## config.mk

```make
export PLATFORM = sky130hd
export DESIGN_NAME = serial_flash_protect_hold
export DESIGN_NICKNAME = d
export VERILOG_FILES = /design/src/rtl/flash_pkg.sv /design/src/rtl/serial_flash_protect_hold.sv
export SDC_FILE = /design/constraint.sdc
export NUM_CORES = 2
export LEC_CHECK = 0
export BUFFER_PORTS_ARGS = -buffer_cell sky130_fd_sc_hd__clkbuf_2
export CAP_MARGIN = 40
export CORE_MARGIN = 2
export CORE_UTILIZATION = 60
export CTS_CLUSTER_SIZE = 14
export DETAILED_ROUTE_END_ITERATION = 8
export PLACE_DENSITY = 0.76
export RECOVER_POWER = 100
export SYNTH_ARGS = -nofsm -noshare
export SYNTH_HDL_FRONTEND = slang
export SYNTH_SLANG_ARGS = --single-unit
```

## constraint.sdc

```tcl
create_clock -name core_clk -period 3.77 [get_ports core_clk]
set_clock_uncertainty 0.05 [all_clocks]
set_input_delay 0.754 -clock core_clk [delete_from_list [all_inputs] [get_ports core_clk]]
set_output_delay 0.754 -clock core_clk [all_outputs]
set_load 0.02 [all_outputs]
```

## src/rtl/flash_pkg.sv

```systemverilog
package flash_pkg;

	// ****************************************************************
	// array and register geometry
	// ****************************************************************
	localparam int          ADDR_W      = 24;
	localparam int          BPR_W       = 48;
	localparam int          NVL_W       = 40;
	localparam int          MEM_BYTES   = 64;
	localparam int          SID_BYTES   = 16;
	localparam int          FIFO_W      = 8;
	localparam int          FIFO_D      = 4;
	// write locks set, read locks clear after power-on
	localparam logic [47:0] BPR_RESET   = 48'h5555_FFFF_FFFF;
	localparam logic [47:0] RLOCK_MASK  = 48'hAAAA_0000_0000;
	localparam logic [39:0] NVL_RESET   = 40'h00_0000_0000;
	localparam logic [10:0] SID_FACT_N  = 11'h008;
	// factory identifier, value arbitrary
	localparam logic [63:0] SID_FACTORY = 64'h0123_4567_89AB_CDEF;
	localparam logic [7:0]  ERASED      = 8'hFF;

	// ****************************************************************
	// command codes
	// ****************************************************************
	localparam logic [7:0] CMD_WRITE_ENABLE_CMD  = 8'h06;
	localparam logic [7:0] CMD_WRDI  = 8'h04;
	localparam logic [7:0] CMD_EQIO  = 8'h38;
	localparam logic [7:0] CMD_RSTQ  = 8'hFF;
	localparam logic [7:0] CMD_RDSR  = 8'h05;
	localparam logic [7:0] CMD_RDCR  = 8'h35;
	localparam logic [7:0] CMD_WRSR  = 8'h01;
	localparam logic [7:0] CMD_READ  = 8'h03;
	localparam logic [7:0] CMD_DREAD = 8'h3B;
	localparam logic [7:0] CMD_QREAD = 8'h6B;
	localparam logic [7:0] CMD_PP    = 8'h02;
	localparam logic [7:0] CMD_SE    = 8'h20;
	localparam logic [7:0] CMD_RBPR  = 8'h72;
	localparam logic [7:0] CMD_PROTECTION_WRITE_CMD  = 8'h42;
	localparam logic [7:0] CMD_PROTECTION_FREEZE_CMD  = 8'h8D;
	localparam logic [7:0] CMD_ULBPR = 8'h98;
	localparam logic [7:0] CMD_WNVL  = 8'hE8;
	localparam logic [7:0] CMD_RSID  = 8'h88;
	localparam logic [7:0] CMD_SECURE_ID_PROGRAM_CMD  = 8'hA5;
	localparam logic [7:0] CMD_SECURE_ID_LOCKOUT_CMD  = 8'h85;

	// ****************************************************************
	// register fields and byte counts
	// ****************************************************************
	localparam int         SR_BUSY  = 0;
	localparam int         SR_WEL   = 1;
	localparam int         SR_FRZ   = 4;
	localparam int         SR_SEC   = 5;
	localparam int         SR_BUSY7 = 7;
	localparam int         CF_IOC   = 1;
	localparam int         CF_BPNV  = 3;
	localparam int         CF_PROTECT_PIN_ENABLE  = 7;
	localparam logic [2:0] N_ADDR   = 3'h3;
	localparam logic [2:0] N_BPR    = 3'h6;
	localparam logic [2:0] N_NVL    = 3'h5;
	localparam logic [2:0] N_CFG    = 3'h2;

	// ****************************************************************
	// timing
	// ****************************************************************
	localparam int         CLK_MHZ    = 200;
	localparam int         OP_TIME_NS = 200;
	localparam logic [7:0] OP_CYC     =
		8'((OP_TIME_NS * CLK_MHZ + 999) / 1000);

	typedef enum logic [4:0] {
		ST_CMD   = 5'b00001,
		ST_ADDR  = 5'b00010,
		ST_WDATA = 5'b00100,
		ST_RDATA = 5'b01000,
		ST_SKIP  = 5'b10000
	} phase_t;

	typedef enum logic [3:0] {
		OP_NONE  = 4'b0001,
		OP_PROG  = 4'b0010,
		OP_ERASE = 4'b0100,
		OP_SID   = 4'b1000
	} op_t;

endpackage : flash_pkg

```

## src/rtl/serial_flash_protect_hold.sv

```systemverilog
`timescale 1ns/100ps

// ********************************************************************
// small data buffer
// ********************************************************************
module fifo_buf #(
	parameter int WIDTH = 8,
	parameter int DEPTH = 4
) (
	input  wire logic             clk,
	input  wire logic             reset,
	input  wire logic             clear,
	input  wire logic             in_valid,
	output      logic             in_ready,
	input  wire logic [WIDTH-1:0] in_data,
	output      logic             out_valid,
	input  wire logic             out_ready,
	output      logic [WIDTH-1:0] out_data
);
	localparam int PW = $clog2(DEPTH);

	logic [WIDTH-1:0] store_q [DEPTH];
	logic [PW:0]      wp_q;
	logic [PW:0]      rp_q;
	logic             push;
	logic             pop;

	assign in_ready  = !((wp_q[PW] != rp_q[PW]) &&
		(wp_q[PW-1:0] == rp_q[PW-1:0]));
	assign out_valid = (wp_q != rp_q);
	assign out_data  = store_q[rp_q[PW-1:0]];
	assign push      = in_valid && in_ready;
	assign pop       = out_valid && out_ready;

	always_ff @(posedge clk) begin
		if (reset || clear) begin
			wp_q <= '0;
			rp_q <= '0;
		end else begin
			if (push)
				wp_q <= wp_q + 1'b1;
			if (pop)
				rp_q <= rp_q + 1'b1;
		end
	end

	always_ff @(posedge clk) begin
		if (push)
			store_q[wp_q[PW-1:0]] <= in_data;
	end
endmodule : fifo_buf

// ********************************************************************
// device-side command interface
// ********************************************************************
module serial_flash_protect_hold (
	input  wire logic       core_clk,
	input  wire logic       reset,
	input  wire logic       factory_reset,
	input  wire logic       cs_n,
	input  wire logic       sck,
	input  wire logic [3:0] io_in,
	input  wire logic       wp_n,
	input  wire logic       hold_n,
	output      logic [3:0] io_out,
	output      logic [3:0] io_oe
);
	import flash_pkg::*;

	function automatic logic is_param(input logic [23:0] a);
		is_param = (a[20:16] == 5'h00 && !a[15]) ||
			(a[20:16] == 5'h1F && a[15]);
	endfunction : is_param

	// 8K blocks at both ends, 32K beside them, 64K elsewhere
	function automatic logic [5:0] wl_index(input logic [23:0] a);
		wl_index = is_param(a) ? {2'b10, a[20], a[14:13], 1'b0}
			: {1'b0, a[20:16]};
	endfunction : wl_index

	function automatic logic [47:0] nv_to_bpr(input logic [39:0] n);
		nv_to_bpr = {16'h0000, n[31:0]};
		for (int i = 0; i < 8; i++)
			nv_to_bpr[32 + 2 * i] = n[32 + i];
	endfunction : nv_to_bpr

	function automatic phase_t next_phase(input logic [7:0] c,
		input logic busy);
		if (busy)
			next_phase = (c == CMD_RDSR) ? ST_RDATA : ST_SKIP;
		else begin
			unique case (c)
				CMD_RDSR, CMD_RDCR, CMD_RBPR:
					next_phase = ST_RDATA;
				CMD_READ, CMD_DREAD, CMD_QREAD, CMD_RSID,
				CMD_PP, CMD_SE, CMD_SECURE_ID_PROGRAM_CMD:
					next_phase = ST_ADDR;
				CMD_PROTECTION_WRITE_CMD, CMD_WNVL, CMD_WRSR:
					next_phase = ST_WDATA;
				default:
					next_phase = ST_SKIP;
			endcase
		end
	endfunction : next_phase

	// ****************************************************************
	// pin synchronisers and edge detection
	// ****************************************************************
	logic [7:0] s1_q;
	logic [7:0] s2_q;
	logic       sck_p_q;
	logic       cs_p_q;
	logic [3:0] io_s;
	logic       cs_s;
	logic       sck_s;
	logic       hold_s;
	logic       wp_s;
	logic       sel;
	logic       cs_rise;
	logic       hold_q;
	logic       rise_act;
	logic       fall_act;

	always_ff @(posedge core_clk) begin
		if (reset) begin
			s1_q    <= 8'hF0;
			s2_q    <= 8'hF0;
			sck_p_q <= 1'b0;
			cs_p_q  <= 1'b1;
		end else begin
			s1_q    <= {wp_n, hold_n, sck, cs_n, io_in};
			s2_q    <= s1_q;
			sck_p_q <= s2_q[5];
			cs_p_q  <= s2_q[4];
		end
	end

	assign io_s     = s2_q[3:0];
	assign cs_s     = s2_q[4];
	assign sck_s    = s2_q[5];
	assign hold_s   = s2_q[6];
	assign wp_s     = s2_q[7];
	assign sel      = !cs_s;
	assign cs_rise  = cs_s && !cs_p_q;
	// edges only count in a frame; idle level is irrelevant
	assign rise_act = sel && !hold_q && sck_s && !sck_p_q;
	assign fall_act = sel && !hold_q && !sck_s && sck_p_q;

	// ****************************************************************
	// hold pause
	// ****************************************************************
	logic quad_q;
	logic ioc_q;

	// level only takes effect while the clock is low
	always_ff @(posedge core_clk) begin
		if (reset || !sel || quad_q || ioc_q)
			hold_q <= 1'b0;
		else if (!sck_s)
			hold_q <= !hold_s;
	end

	// ****************************************************************
	// byte receive
	// ****************************************************************
	logic [7:0] sh_q;
	logic [2:0] bit_q;
	logic [7:0] rx_byte;
	logic       byte_done;

	assign rx_byte   = quad_q ? {sh_q[3:0], io_s}
		: {sh_q[6:0], io_s[0]};
	assign byte_done = rise_act && (quad_q ? bit_q == 3'h4
		: bit_q == 3'h7);

	always_ff @(posedge core_clk) begin
		if (reset || !sel) begin
			sh_q  <= 8'h00;
			bit_q <= 3'h0;
		end else if (rise_act) begin
			sh_q  <= rx_byte;
			bit_q <= bit_q + (quad_q ? 3'h4 : 3'h1);
		end
	end

	// ****************************************************************
	// command sequencer
	// ****************************************************************
	phase_t      phase_q;
	logic [7:0]  cmd_q;
	logic [2:0]  cnt_q;
	logic [23:0] addr_q;
	logic [39:0] wbuf_q;
	op_t         pend_q;
	logic        busy_q;
	logic        load_byte;
	logic        cmd_now;
	logic        wlast;
	logic [2:0]  need;
	logic [47:0] wfull;
	logic        f_in_ready;

	assign cmd_now = byte_done && phase_q == ST_CMD && !busy_q;
	assign need    = (cmd_q == CMD_PROTECTION_WRITE_CMD) ? N_BPR :
		(cmd_q == CMD_WNVL) ? N_NVL : (cmd_q == CMD_WRSR) ? N_CFG : 3'h0;
	assign wlast   = byte_done && phase_q == ST_WDATA &&
		need != 3'h0 && cnt_q == need - 3'h1;
	assign wfull   = {wbuf_q, rx_byte};

	always_ff @(posedge core_clk) begin
		if (reset || !sel) begin
			phase_q <= ST_CMD;
			cnt_q   <= 3'h0;
			pend_q  <= OP_NONE;
			cmd_q   <= 8'h00;
			wbuf_q  <= 40'h00_0000_0000;
		end else begin
			if (byte_done) begin
				unique case (phase_q)
					ST_CMD: begin
						cmd_q   <= rx_byte;
						cnt_q   <= 3'h0;
						phase_q <= next_phase(rx_byte, busy_q);
					end
					ST_ADDR: begin
						addr_q <= {addr_q[15:0], rx_byte};
						cnt_q  <= cnt_q + 3'h1;
						if (cnt_q == N_ADDR - 3'h1) begin
							if (cmd_q == CMD_PP) begin
								pend_q  <= OP_PROG;
								phase_q <= ST_WDATA;
							end else if (cmd_q == CMD_SECURE_ID_PROGRAM_CMD) begin
								pend_q  <= OP_SID;
								phase_q <= ST_WDATA;
							end else if (cmd_q == CMD_SE) begin
								pend_q  <= OP_ERASE;
								phase_q <= ST_SKIP;
							end else
								phase_q <= ST_RDATA;
						end
					end
					ST_WDATA: begin
						wbuf_q <= wfull[39:0];
						if (need == 3'h0 || f_in_ready)
							cnt_q <= cnt_q + 3'h1;
						if (wlast)
							phase_q <= ST_SKIP;
					end
					ST_RDATA, ST_SKIP: begin
					end
					default:
						phase_q <= ST_CMD;
				endcase
			end
			if (load_byte) begin
				addr_q <= addr_q + 24'h00_0001;
				cnt_q  <= cnt_q + 3'h1;
			end
		end
	end

	// ****************************************************************
	// protection state
	// ****************************************************************
	logic [47:0] bpr_q;
	logic [39:0] nvl_q;
	logic        wel_q;
	logic        freeze_q;
	logic        protect_pin_enable_q;
	logic        sec_q;
	logic        wp_block;
	logic        bpr_ok;
	logic        op_done;
	logic [47:0] nv_map;
	logic        ev_protection_write_cmd;
	logic        ev_wcfg;
	logic        ev_wnv;
	logic        ev_unlock;
	logic        ev_freeze;
	logic        ev_secure_id_lockout_cmd;

	assign ev_protection_write_cmd   = wlast && cmd_q == CMD_PROTECTION_WRITE_CMD;
	assign ev_wcfg   = wlast && cmd_q == CMD_WRSR;
	assign ev_wnv    = wlast && cmd_q == CMD_WNVL;
	assign ev_unlock = cmd_now && rx_byte == CMD_ULBPR;
	assign ev_freeze = cmd_now && rx_byte == CMD_PROTECTION_FREEZE_CMD;
	assign ev_secure_id_lockout_cmd   = cmd_now && rx_byte == CMD_SECURE_ID_LOCKOUT_CMD;
	assign nv_map    = nv_to_bpr(nvl_q);
	// pin ignored in quad mode or with io config set
	assign wp_block  = !quad_q && !ioc_q && protect_pin_enable_q && !wp_s;
	assign bpr_ok    = wel_q && !freeze_q && !wp_block;

	always_ff @(posedge core_clk) begin
		if (reset) begin
			bpr_q <= BPR_RESET;
		end else if (ev_protection_write_cmd && bpr_ok) begin
			bpr_q <= wfull | nv_map;
		end else if (ev_unlock && bpr_ok) begin
			bpr_q <= (bpr_q & RLOCK_MASK) | nv_map;
		end else begin
			bpr_q <= bpr_q | nv_map;
		end
	end

	always_ff @(posedge core_clk) begin
		if (reset)
			wel_q <= 1'b0;
		else if (cmd_now && rx_byte == CMD_WRITE_ENABLE_CMD)
			wel_q <= 1'b1;
		else if ((cmd_now && rx_byte == CMD_WRDI) || ev_protection_write_cmd ||
			ev_unlock || ev_freeze || ev_wcfg || ev_wnv || ev_secure_id_lockout_cmd ||
			op_done)
			wel_q <= 1'b0;
	end

	// only a power cycle clears it
	always_ff @(posedge core_clk) begin
		if (reset)
			freeze_q <= 1'b0;
		else if (ev_freeze && wel_q)
			freeze_q <= 1'b1;
	end

	always_ff @(posedge core_clk) begin
		if (reset) begin
			ioc_q  <= 1'b0;
			quad_q <= 1'b0;
		end else begin
			if (ev_wcfg && wel_q && !wp_block)
				ioc_q <= rx_byte[CF_IOC];
			if (cmd_now && rx_byte == CMD_EQIO)
				quad_q <= 1'b1;
			else if (cmd_now && rx_byte == CMD_RSTQ)
				quad_q <= 1'b0;
		end
	end

	// ****************************************************************
	// program and erase engine
	// ****************************************************************
	op_t         op_q;
	logic [7:0]  bcnt_q;
	logic [23:0] waddr_q;
	logic        ok_q;
	logic        start_op;
	logic        f_in_valid;
	logic        f_out_valid;
	logic [7:0]  f_out_data;
	logic        pop;

	assign start_op   = cs_rise && pend_q != OP_NONE && wel_q &&
		!busy_q;
	assign f_in_valid = byte_done && phase_q == ST_WDATA && need == 3'h0;
	// drain stalls while the frame runs, so the buffer fills
	assign pop        = f_out_valid && busy_q;
	assign op_done    = busy_q && bcnt_q == 8'h00 && !f_out_valid;

	fifo_buf #(
		.WIDTH (FIFO_W),
		.DEPTH (FIFO_D)
	) u_buf (
		.clk       (core_clk),
		.reset     (reset),
		.clear     (cs_rise && !start_op && !busy_q),
		.in_valid  (f_in_valid),
		.in_ready  (f_in_ready),
		.in_data   (rx_byte),
		.out_valid (f_out_valid),
		.out_ready (busy_q),
		.out_data  (f_out_data)
	);

	// write-protect pin deliberately not consulted here
	always_ff @(posedge core_clk) begin
		if (reset) begin
			busy_q  <= 1'b0;
			bcnt_q  <= 8'h00;
			op_q    <= OP_NONE;
			waddr_q <= 24'h00_0000;
			ok_q    <= 1'b0;
		end else if (start_op) begin
			busy_q  <= 1'b1;
			bcnt_q  <= OP_CYC;
			op_q    <= pend_q;
			waddr_q <= addr_q;
			ok_q    <= !bpr_q[wl_index(addr_q)];
		end else if (busy_q) begin
			if (pop)
				waddr_q <= waddr_q + 24'h00_0001;
			if (bcnt_q != 8'h00)
				bcnt_q <= bcnt_q - 8'h01;
			else if (!f_out_valid)
				busy_q <= 1'b0;
		end
	end

	// ****************************************************************
	// nonvolatile contents, untouched by reset, restored to factory values by factory reset
	// ****************************************************************
	logic [7:0] mem_q [MEM_BYTES];
	logic [7:0] sid_q [SID_BYTES];

	always_ff @(posedge core_clk) begin
		if (factory_reset) begin
			for (int i = 0; i < MEM_BYTES; i++)
				mem_q[i] <= ERASED;
			for (int i = 0; i < SID_BYTES; i++)
				sid_q[i] <= (i < 8) ? SID_FACTORY[8 * (7 - i) +: 8]
					: ERASED;
			nvl_q  <= NVL_RESET;
			protect_pin_enable_q <= 1'b0;
			sec_q  <= 1'b0;
		end else begin
			if (start_op && pend_q == OP_ERASE &&
				!bpr_q[wl_index(addr_q)])
				for (int i = 0; i < MEM_BYTES; i++)
					mem_q[i] <= ERASED;
			if (pop && op_q == OP_PROG && ok_q)
				mem_q[waddr_q[5:0]] <= mem_q[waddr_q[5:0]] & f_out_data;
			if (pop && op_q == OP_SID && !sec_q &&
				waddr_q[10:0] >= SID_FACT_N)
				sid_q[waddr_q[3:0]] <= f_out_data;
			if (ev_wnv && wel_q && !freeze_q)
				nvl_q <= nvl_q | wfull[39:0];
			if (ev_wcfg && wel_q && !wp_block)
				protect_pin_enable_q <= rx_byte[CF_PROTECT_PIN_ENABLE];
			if (ev_secure_id_lockout_cmd && wel_q)
				sec_q <= 1'b1;
		end
	end

	// ****************************************************************
	// read data and output shifter
	// ****************************************************************
	logic [7:0]  rd_byte;
	logic [7:0]  cur_byte;
	logic [7:0]  out_sh_q;
	logic [2:0]  ocnt_q;
	logic [2:0]  out_w;
	logic [3:0]  oe_mask;
	logic [47:0] bpr_sh;
	logic        drove_q;
	logic        rd_lock;

	assign bpr_sh   = bpr_q << {cnt_q, 3'h0};
	assign rd_lock  = is_param(addr_q) &&
		bpr_q[wl_index(addr_q) | 6'h01];
	assign out_w    = (quad_q || cmd_q == CMD_QREAD) ? 3'h4 :
		(cmd_q == CMD_DREAD) ? 3'h2 : 3'h1;
	assign oe_mask  = (out_w == 3'h4) ? 4'hF :
		(out_w == 3'h2) ? 4'h3 : 4'h2;
	assign cur_byte = (ocnt_q == 3'h0) ? rd_byte : out_sh_q;
	assign load_byte = fall_act && phase_q == ST_RDATA &&
		ocnt_q == 3'h0;

	always_comb begin
		rd_byte = 8'h00;
		unique case (cmd_q)
			CMD_RDSR: begin
				rd_byte[SR_BUSY]  = busy_q;
				rd_byte[SR_BUSY7] = busy_q;
				rd_byte[SR_WEL]   = wel_q;
				rd_byte[SR_FRZ]   = freeze_q;
				rd_byte[SR_SEC]   = sec_q;
			end
			CMD_RDCR: begin
				rd_byte[CF_IOC]  = ioc_q;
				rd_byte[CF_BPNV] = (nvl_q == NVL_RESET);
				rd_byte[CF_PROTECT_PIN_ENABLE] = protect_pin_enable_q;
			end
			CMD_RBPR:
				rd_byte = bpr_sh[47:40];
			CMD_READ, CMD_DREAD, CMD_QREAD:
				rd_byte = rd_lock ? 8'h00 : mem_q[addr_q[5:0]];
			CMD_RSID:
				rd_byte = sid_q[addr_q[3:0]];
			default:
				rd_byte = 8'h00;
		endcase
	end

	always_ff @(posedge core_clk) begin
		if (reset || !sel) begin
			io_out   <= 4'h0;
			io_oe    <= 4'h0;
			out_sh_q <= 8'h00;
			ocnt_q   <= 3'h0;
			drove_q  <= 1'b0;
		end else begin
			if (fall_act && phase_q == ST_RDATA) begin
				unique case (out_w)
					3'h4: io_out <= cur_byte[7:4];
					3'h2: io_out <= {2'b00, cur_byte[7:6]};
					default: io_out <= {2'b00, cur_byte[7], 1'b0};
				endcase
				out_sh_q <= cur_byte << out_w;
				ocnt_q   <= ocnt_q - out_w;
				drove_q  <= 1'b1;
			end
			// output floats for the whole pause
			io_oe <= (hold_q || !(drove_q ||
				(fall_act && phase_q == ST_RDATA))) ? 4'h0
				: oe_mask;
		end
	end
endmodule : serial_flash_protect_hold

```

# Word-level counts from Yosys, hierarchy flattened
# Memories as Yosys holds them, arrays and structs flattened. A register that Yosys moved wholly into a read port is not among the register bits.
# Cells that the tools add are included.
# Widths: inputs -> output; s select.
word_totals:
  ff_bits: 271
  elab_cells: 453
  in_bits: 11
  mem_bits_rw: 672
  n_memories: 3
  output_inout_bits: 8
op_classes:
  reduce_logical: 127
  n_shift: 2
  eq_ne: 55
  bitwise: 71
  n_lt_le_gt_ge: 3
  muxes: 149
  add_sub_neg: 9
mem_list:
  columns: ["memory", "words", "word_bits", "rd", "rd_ports_with_merged_regs", "write_ports", "line_no", "source"]
  rows:
  - ["mem_q", 64, 8, 2, 2, 64, "serial_flash_protect_hold.sv:400", "logic [7:0] mem_q [MEM_BYTES];"]
  - ["sid_q", 16, 8, 1, 1, 16, "serial_flash_protect_hold.sv:401", "logic [7:0] sid_q [SID_BYTES];"]
  - ["u_buf.store_q", 4, 8, 1, 1, 1, "serial_flash_protect_hold.sv:22", "logic [WIDTH-1:0] store_q [DEPTH];"]
op_table:
  columns: ["cell", "count"]
  rows:
  - ["$mux 8", 69]
  - ["$mux 24", 6]
  - ["$or 48x47->48", 3]
  - ["$mux 48", 2]
  - ["$eq 8x8->1 const B", 10]
  - ["$or 1x1->1", 64]
  - ["$logic_and 1x1->1", 58]
  - ["$eq 8x6->1 const B", 7]
  - ["$add 24x1->24 const B", 2]
  - ["$eq 8x7->1 const B", 6]
  - ["$mux 6", 8]
  - ["$shl 48x6->48", 1]
  - ["$logic_not 40->1", 1]
  - ["$or 40x40->40", 1]
  - ["$mux 5", 7]
  - ["$eq 8x2->1 const B", 4]
  - ["$eq 8x3->1 const B", 4]
  - ["$mux 1", 27]
  - ["$mux 4", 6]
  - ["$mux 3", 7]
  - ["$pmux 5 s4", 1]
  - ["$logic_not 1->1", 19]
  - ["$eq 8x1->1 const B", 2]
  - ["$logic_or 1x1->1", 16]
  - ["other kinds (51)", 85]

# Longest topological paths before layout
logic_depth:
  depth_word: 18
  depth_mapped: 16
  depth_no_buf: 13

# Modules after synthesis
# A second synthesis with hierarchy kept.
unflattened:
  hier_cells: 3749
  hier_area_um2: 46480.8
modules_own_cells:
  columns: ["module", "area_each_um2", "instances", "seq_area_each_um2", "cells_each"]
  rows:
  - ["serial_flash_protect_hold", 44749.2, 1, 24633.6, 3638]
  - ["fifo_buf", 1731.7, 1, 1121.1, 111]

# Least setup slack after synthesis
# OpenSTA, ideal clock, no wires.
synth_path:
  kind: "register to register"
  startpoint: "register addr_q[20]"
  endpoint: "memory mem_q[36][0] (enable)"
  path_buffers: 4
  required_ps: 3346
  path_slack_ps: 289
  synth_period_minus_slack_ps: 3481
  t_arrival_ps: 3057
  stages_incl_launch_ff: 14
  setup_time_ps: 374
  path_cell_list: "edfxtp_1 -> buf_2 -> nand4_2 -> or2_1 -> buf_4 -> nand3_2 -> and2_4 -> mux2_4 -> o41ai_2 -> a211oi_1 -> or3_1 -> buf_6 -> buf_6 -> o21ai_1"
synth_rtl:
  columns: ["item", "line_no", "source"]
  rows:
  - ["start: declaration", "serial_flash_protect_hold.sv:192", "logic [23:0] addr_q;"]
  - ["start signal: assignment", "serial_flash_protect_hold.sv:226", "addr_q <= {addr_q[15:0], rx_byte};"]
  - ["start signal: assignment", "serial_flash_protect_hold.sv:256", "addr_q <= addr_q + 24'h00_0001;"]
  - ["end: declaration", "serial_flash_protect_hold.sv:400", null]

==> run metrics <==
status=finished with violations; failing checks=max-capacitance violations, max-slew violations; initial core utilization=60.29%; ratio of final minimum period to clock period=97.40%; Yosys warning total=0; n_diodes=0; number of nets still failing antenna checks after routing=0; drt initial violations=4974; Multi-input gate area=19190 um^2; Post-synth ARST share=0%; slew margin rel.=-1.601%; Worst-path clk slew=0.06 ns; Ports=19; first-pass GRT wire length=202200 um; DIE WIDTH=282.3 um; Fin. Hold Viols=0; Final Wtd Congestion=0.9839; Sink Count=940; total CTS buffers=96; WL/cell=26.88 um; Worst Path Max Fanout=19; clk_lat worst skew=0.68 ns; TritonRoute pass-1 iters=6; slowest stage delay, CP=0.56 ns; largest family of logic cells by synthesized area=multiplexers; Compound-Gate Fraction of Synth Area=6.569%; achievable frequency=272.3 MHz; Tot GR Track Use=34.46%; synthesized area=46470 um^2; final std cells w/o fill=5027; Setup crit start kind=flop; FILL cells=5385; Max Cap Viol=1; antenna violations before repair=6; Critical-path top delay cell=o21ai_1; Clock Tree Root=clkbuf_16; CP endpoint kind=flop; pre-CTS setup slack=-0.04714 ns; CP Data Arrival Time=3.93 ns; DIE HEIGHT=282.3 um; number of distinct standard cells referenced by the synthesized netlist=91; fin. max-slew vios=67; critical path class=reg -> reg; largest net degree at the start of global routing=123; Seq/Total Area, Yosys=55.42%; Syn Nets=3818; H-tree depth=3; fin area=52250 um^2; CP top delay family=compound AO/OA/AOI/OAI gates; final wirelength=135100 um; Util after Layout=67.79%; # rows=102; Core ar.=77080 um^2; Post-synth EDFFs=693; Slew @ Worst Pin=1.524 ns; FF/Latch Area=25780 um^2; Cells after Synth=3788; Final WS setup=0.09805 ns; Synth Area in XOR/XNOR=0.7350%; Req. time, crit path=4.03 ns; post-synthesis mux area share=18.97%; unrepaired setup endpoints after global routing=yes; worst path cell trace=nand4_2 > or2_1 > buf_4 > a21boi_2 > nor2_4 > a211oi_1 > o211a_1 > a211oi_1 > buf_4 > or3_4 > buf_12 > o21ai_1; static leakage=14.65 nW; Avg Inst Size Synth=12.27 um^2; CTS tree=done; cell count after placement=4839; # DRC=0; Post-DP HPWL=92420 um; share of cells above drive strength 1=23.15%; number of global-route vias before repair=32335; die area=79700 um^2; Main synth FF type=edfxtp_1; Synth Area in Adders=0.5277%; Tmin final=3.672 ns; simple logic cell fraction of the synthesized area=14.17%; Hold Crit Class=in -> reg; Bufs on Longest Clock Path=3; Final #Nets=3937; PortBufs=18; Area Overhead vs Synth=12.44%; Final Setup Violations=0; DR vias=33539; post-cts hold buffer count=0; #FFs+latches synth=940; vias per cell=6.672; GRT overflow=0; Power per Cell Area=397.5 nW/um^2; Placement Cell Area=49030 um^2; Worst Path Buf+Inv=3; Peak VDD IR=0.0003936 V
==> cells in the final DEF, fill, tap and decap left out, drive strengths merged, types with 7 or more instances in the layout <==
cell type / Yosys / routed
a2111oi: 8 / 8
a211oi: 84 / 84
a21oi: 144 / 144
a221oi: 10 / 10
a22oi: 24 / 24
a31oi: 9 / 9
and2: 10 / 10
and3: 25 / 25
buf: 158 / 288
clkbuf: 132 / 157
clkinv: 5 / 35
dfxtp: 247 / 247
edfxtp: 693 / 693
ha: 18 / 18
inv: 30 / 35
mux2: 27 / 27
mux2i: 66 / 66
mux4: 348 / 348
nand2: 905 / 905
nand2b: 33 / 33
nand3: 44 / 44
nand3b: 8 / 8
nand4: 17 / 17
nor2: 363 / 363
nor2b: 21 / 21
nor3: 30 / 30
nor4: 25 / 25
o211ai: 10 / 10
o21ai: 123 / 123
o22ai: 7 / 7
o31ai: 7 / 7
or2: 27 / 27
or3: 14 / 14
xnor2: 22 / 22
xor2: 17 / 17
==> power breakdown <==
part | internal, W | switching [W] | total (W)
clock | 0.00528 | 0.00408 | 0.00937
combinational | 0.0000944 | 0.000235 | 0.000329
sequential | 0.0111 | 0.0000105 | 0.0111
total | 0.0164 | 0.00433 | 0.0208
==> metal layers <==
| layer | vias to the layer above | share of wire [%] | GRT usage [%] |
|---|---|---|---|
| li1 | 14320 | - | - |
| met1 | 16282 | 35 | 44.66 |
| met2 | 2363 | 46 | 54.24 |
| met3 | 566 | 11 | 6.608 |
| met4 | 8 | 7.5 | 21.35 |
| met5 | - | 0.041 | 0 |
==> cell usage after synthesis (29+ instances only) <==
library cell,count,area [um^2]
nand2_1,904,3393
edfxtp_1,693,20810
nor2_1,358,1344
mux4_2,348,7838
dfxtp_1,247,4945
a21oi_1,144,720.7
clkbuf_1,132,495.5
a211oi_1,84,630.6
o21ai_1,65,325.3
buf_2,63,315.3
mux2i_1,63,630.6
buf_4,60,450.4
o21ai_0,48,240.2
nand3_1,41,205.2
nand2b_1,33,206.5
nor3_1,29,145.1
==> timing repair <==
item / 4_1_cts / 5_1_grt
buffers inserted: 0 / 9
gates resized for setup: 7 / 17
cloned: 0 / 1
hold endpoints to repair: 0 / 0
pin swaps: 0 / 2
endpoints found under the setup margin: 117 / 398
==> state kept, by name (all words and copies together), names as in the netlist, 5 cells and up, named ones only <==
name,count
mem_q,512
sid_q,128
bpr_q,48
nvl_q,40
wbuf_q,40
u_buf.store_q,32
addr_q,21
waddr_q,11
bcnt_q,8
cmd_q,8
out_sh_q,8
s1_q,8
s2_q,8
sh_q,7
phase_q,5
==> logic make-up after synthesis <==
family	after synthesis
compound gates	477
xor+xnor	39
fa+ha+maj	19
buf+inv	325
flops	940
mux	441
simple gates	1547
==> layout make-up <==
class,instances,share of cell area (%)
Sequential cell,940,49.33
Multi-Input combinational cell,2523,36.73
Timing Repair Buffer,311,5.294
Clock buffer,134,5.064
Tap cell,1040,2.490
Clock inverter,44,0.8381
Inverter,35,0.2514
==> worst paths after layout <==
path / cells after the start / to / slack, ns / from
setup reg to reg: 12 / mem_q[59][4]$_SDFFCE_PN1P_ / 0.1 / addr_q[19]$_DFFE_PP_
setup / recovery: 12 / mem_q[59][4]$_SDFFCE_PN1P_ / 0.1 / addr_q[19]$_DFFE_PP_
hold reg to reg: 1 / s2_q[5]$_SDFF_PP1_ / 0.36 / s1_q[5]$_SDFF_PP1_
hold / removal: 2 / s1_q[6]$_SDFF_PP1_ / 0.20 / hold_n
==> per-stage QoR <==
step | hold WS [ns] | power, W | setup TNS (ns)
after floorplan | 0.3395 | 0.01149 | 0
after global placement | 0.3427 | 0.01160 | -0.2358
after detailed placement | 0.3423 | 0.01162 | -1.291
after CTS | 0.1755 | 0.02082 | -1.296
after global routing | 0.1992 | 0.02122 | -0.3283
final | 0.2016 | 0.02077 | 0
Power figures use the tool's default switching activity.
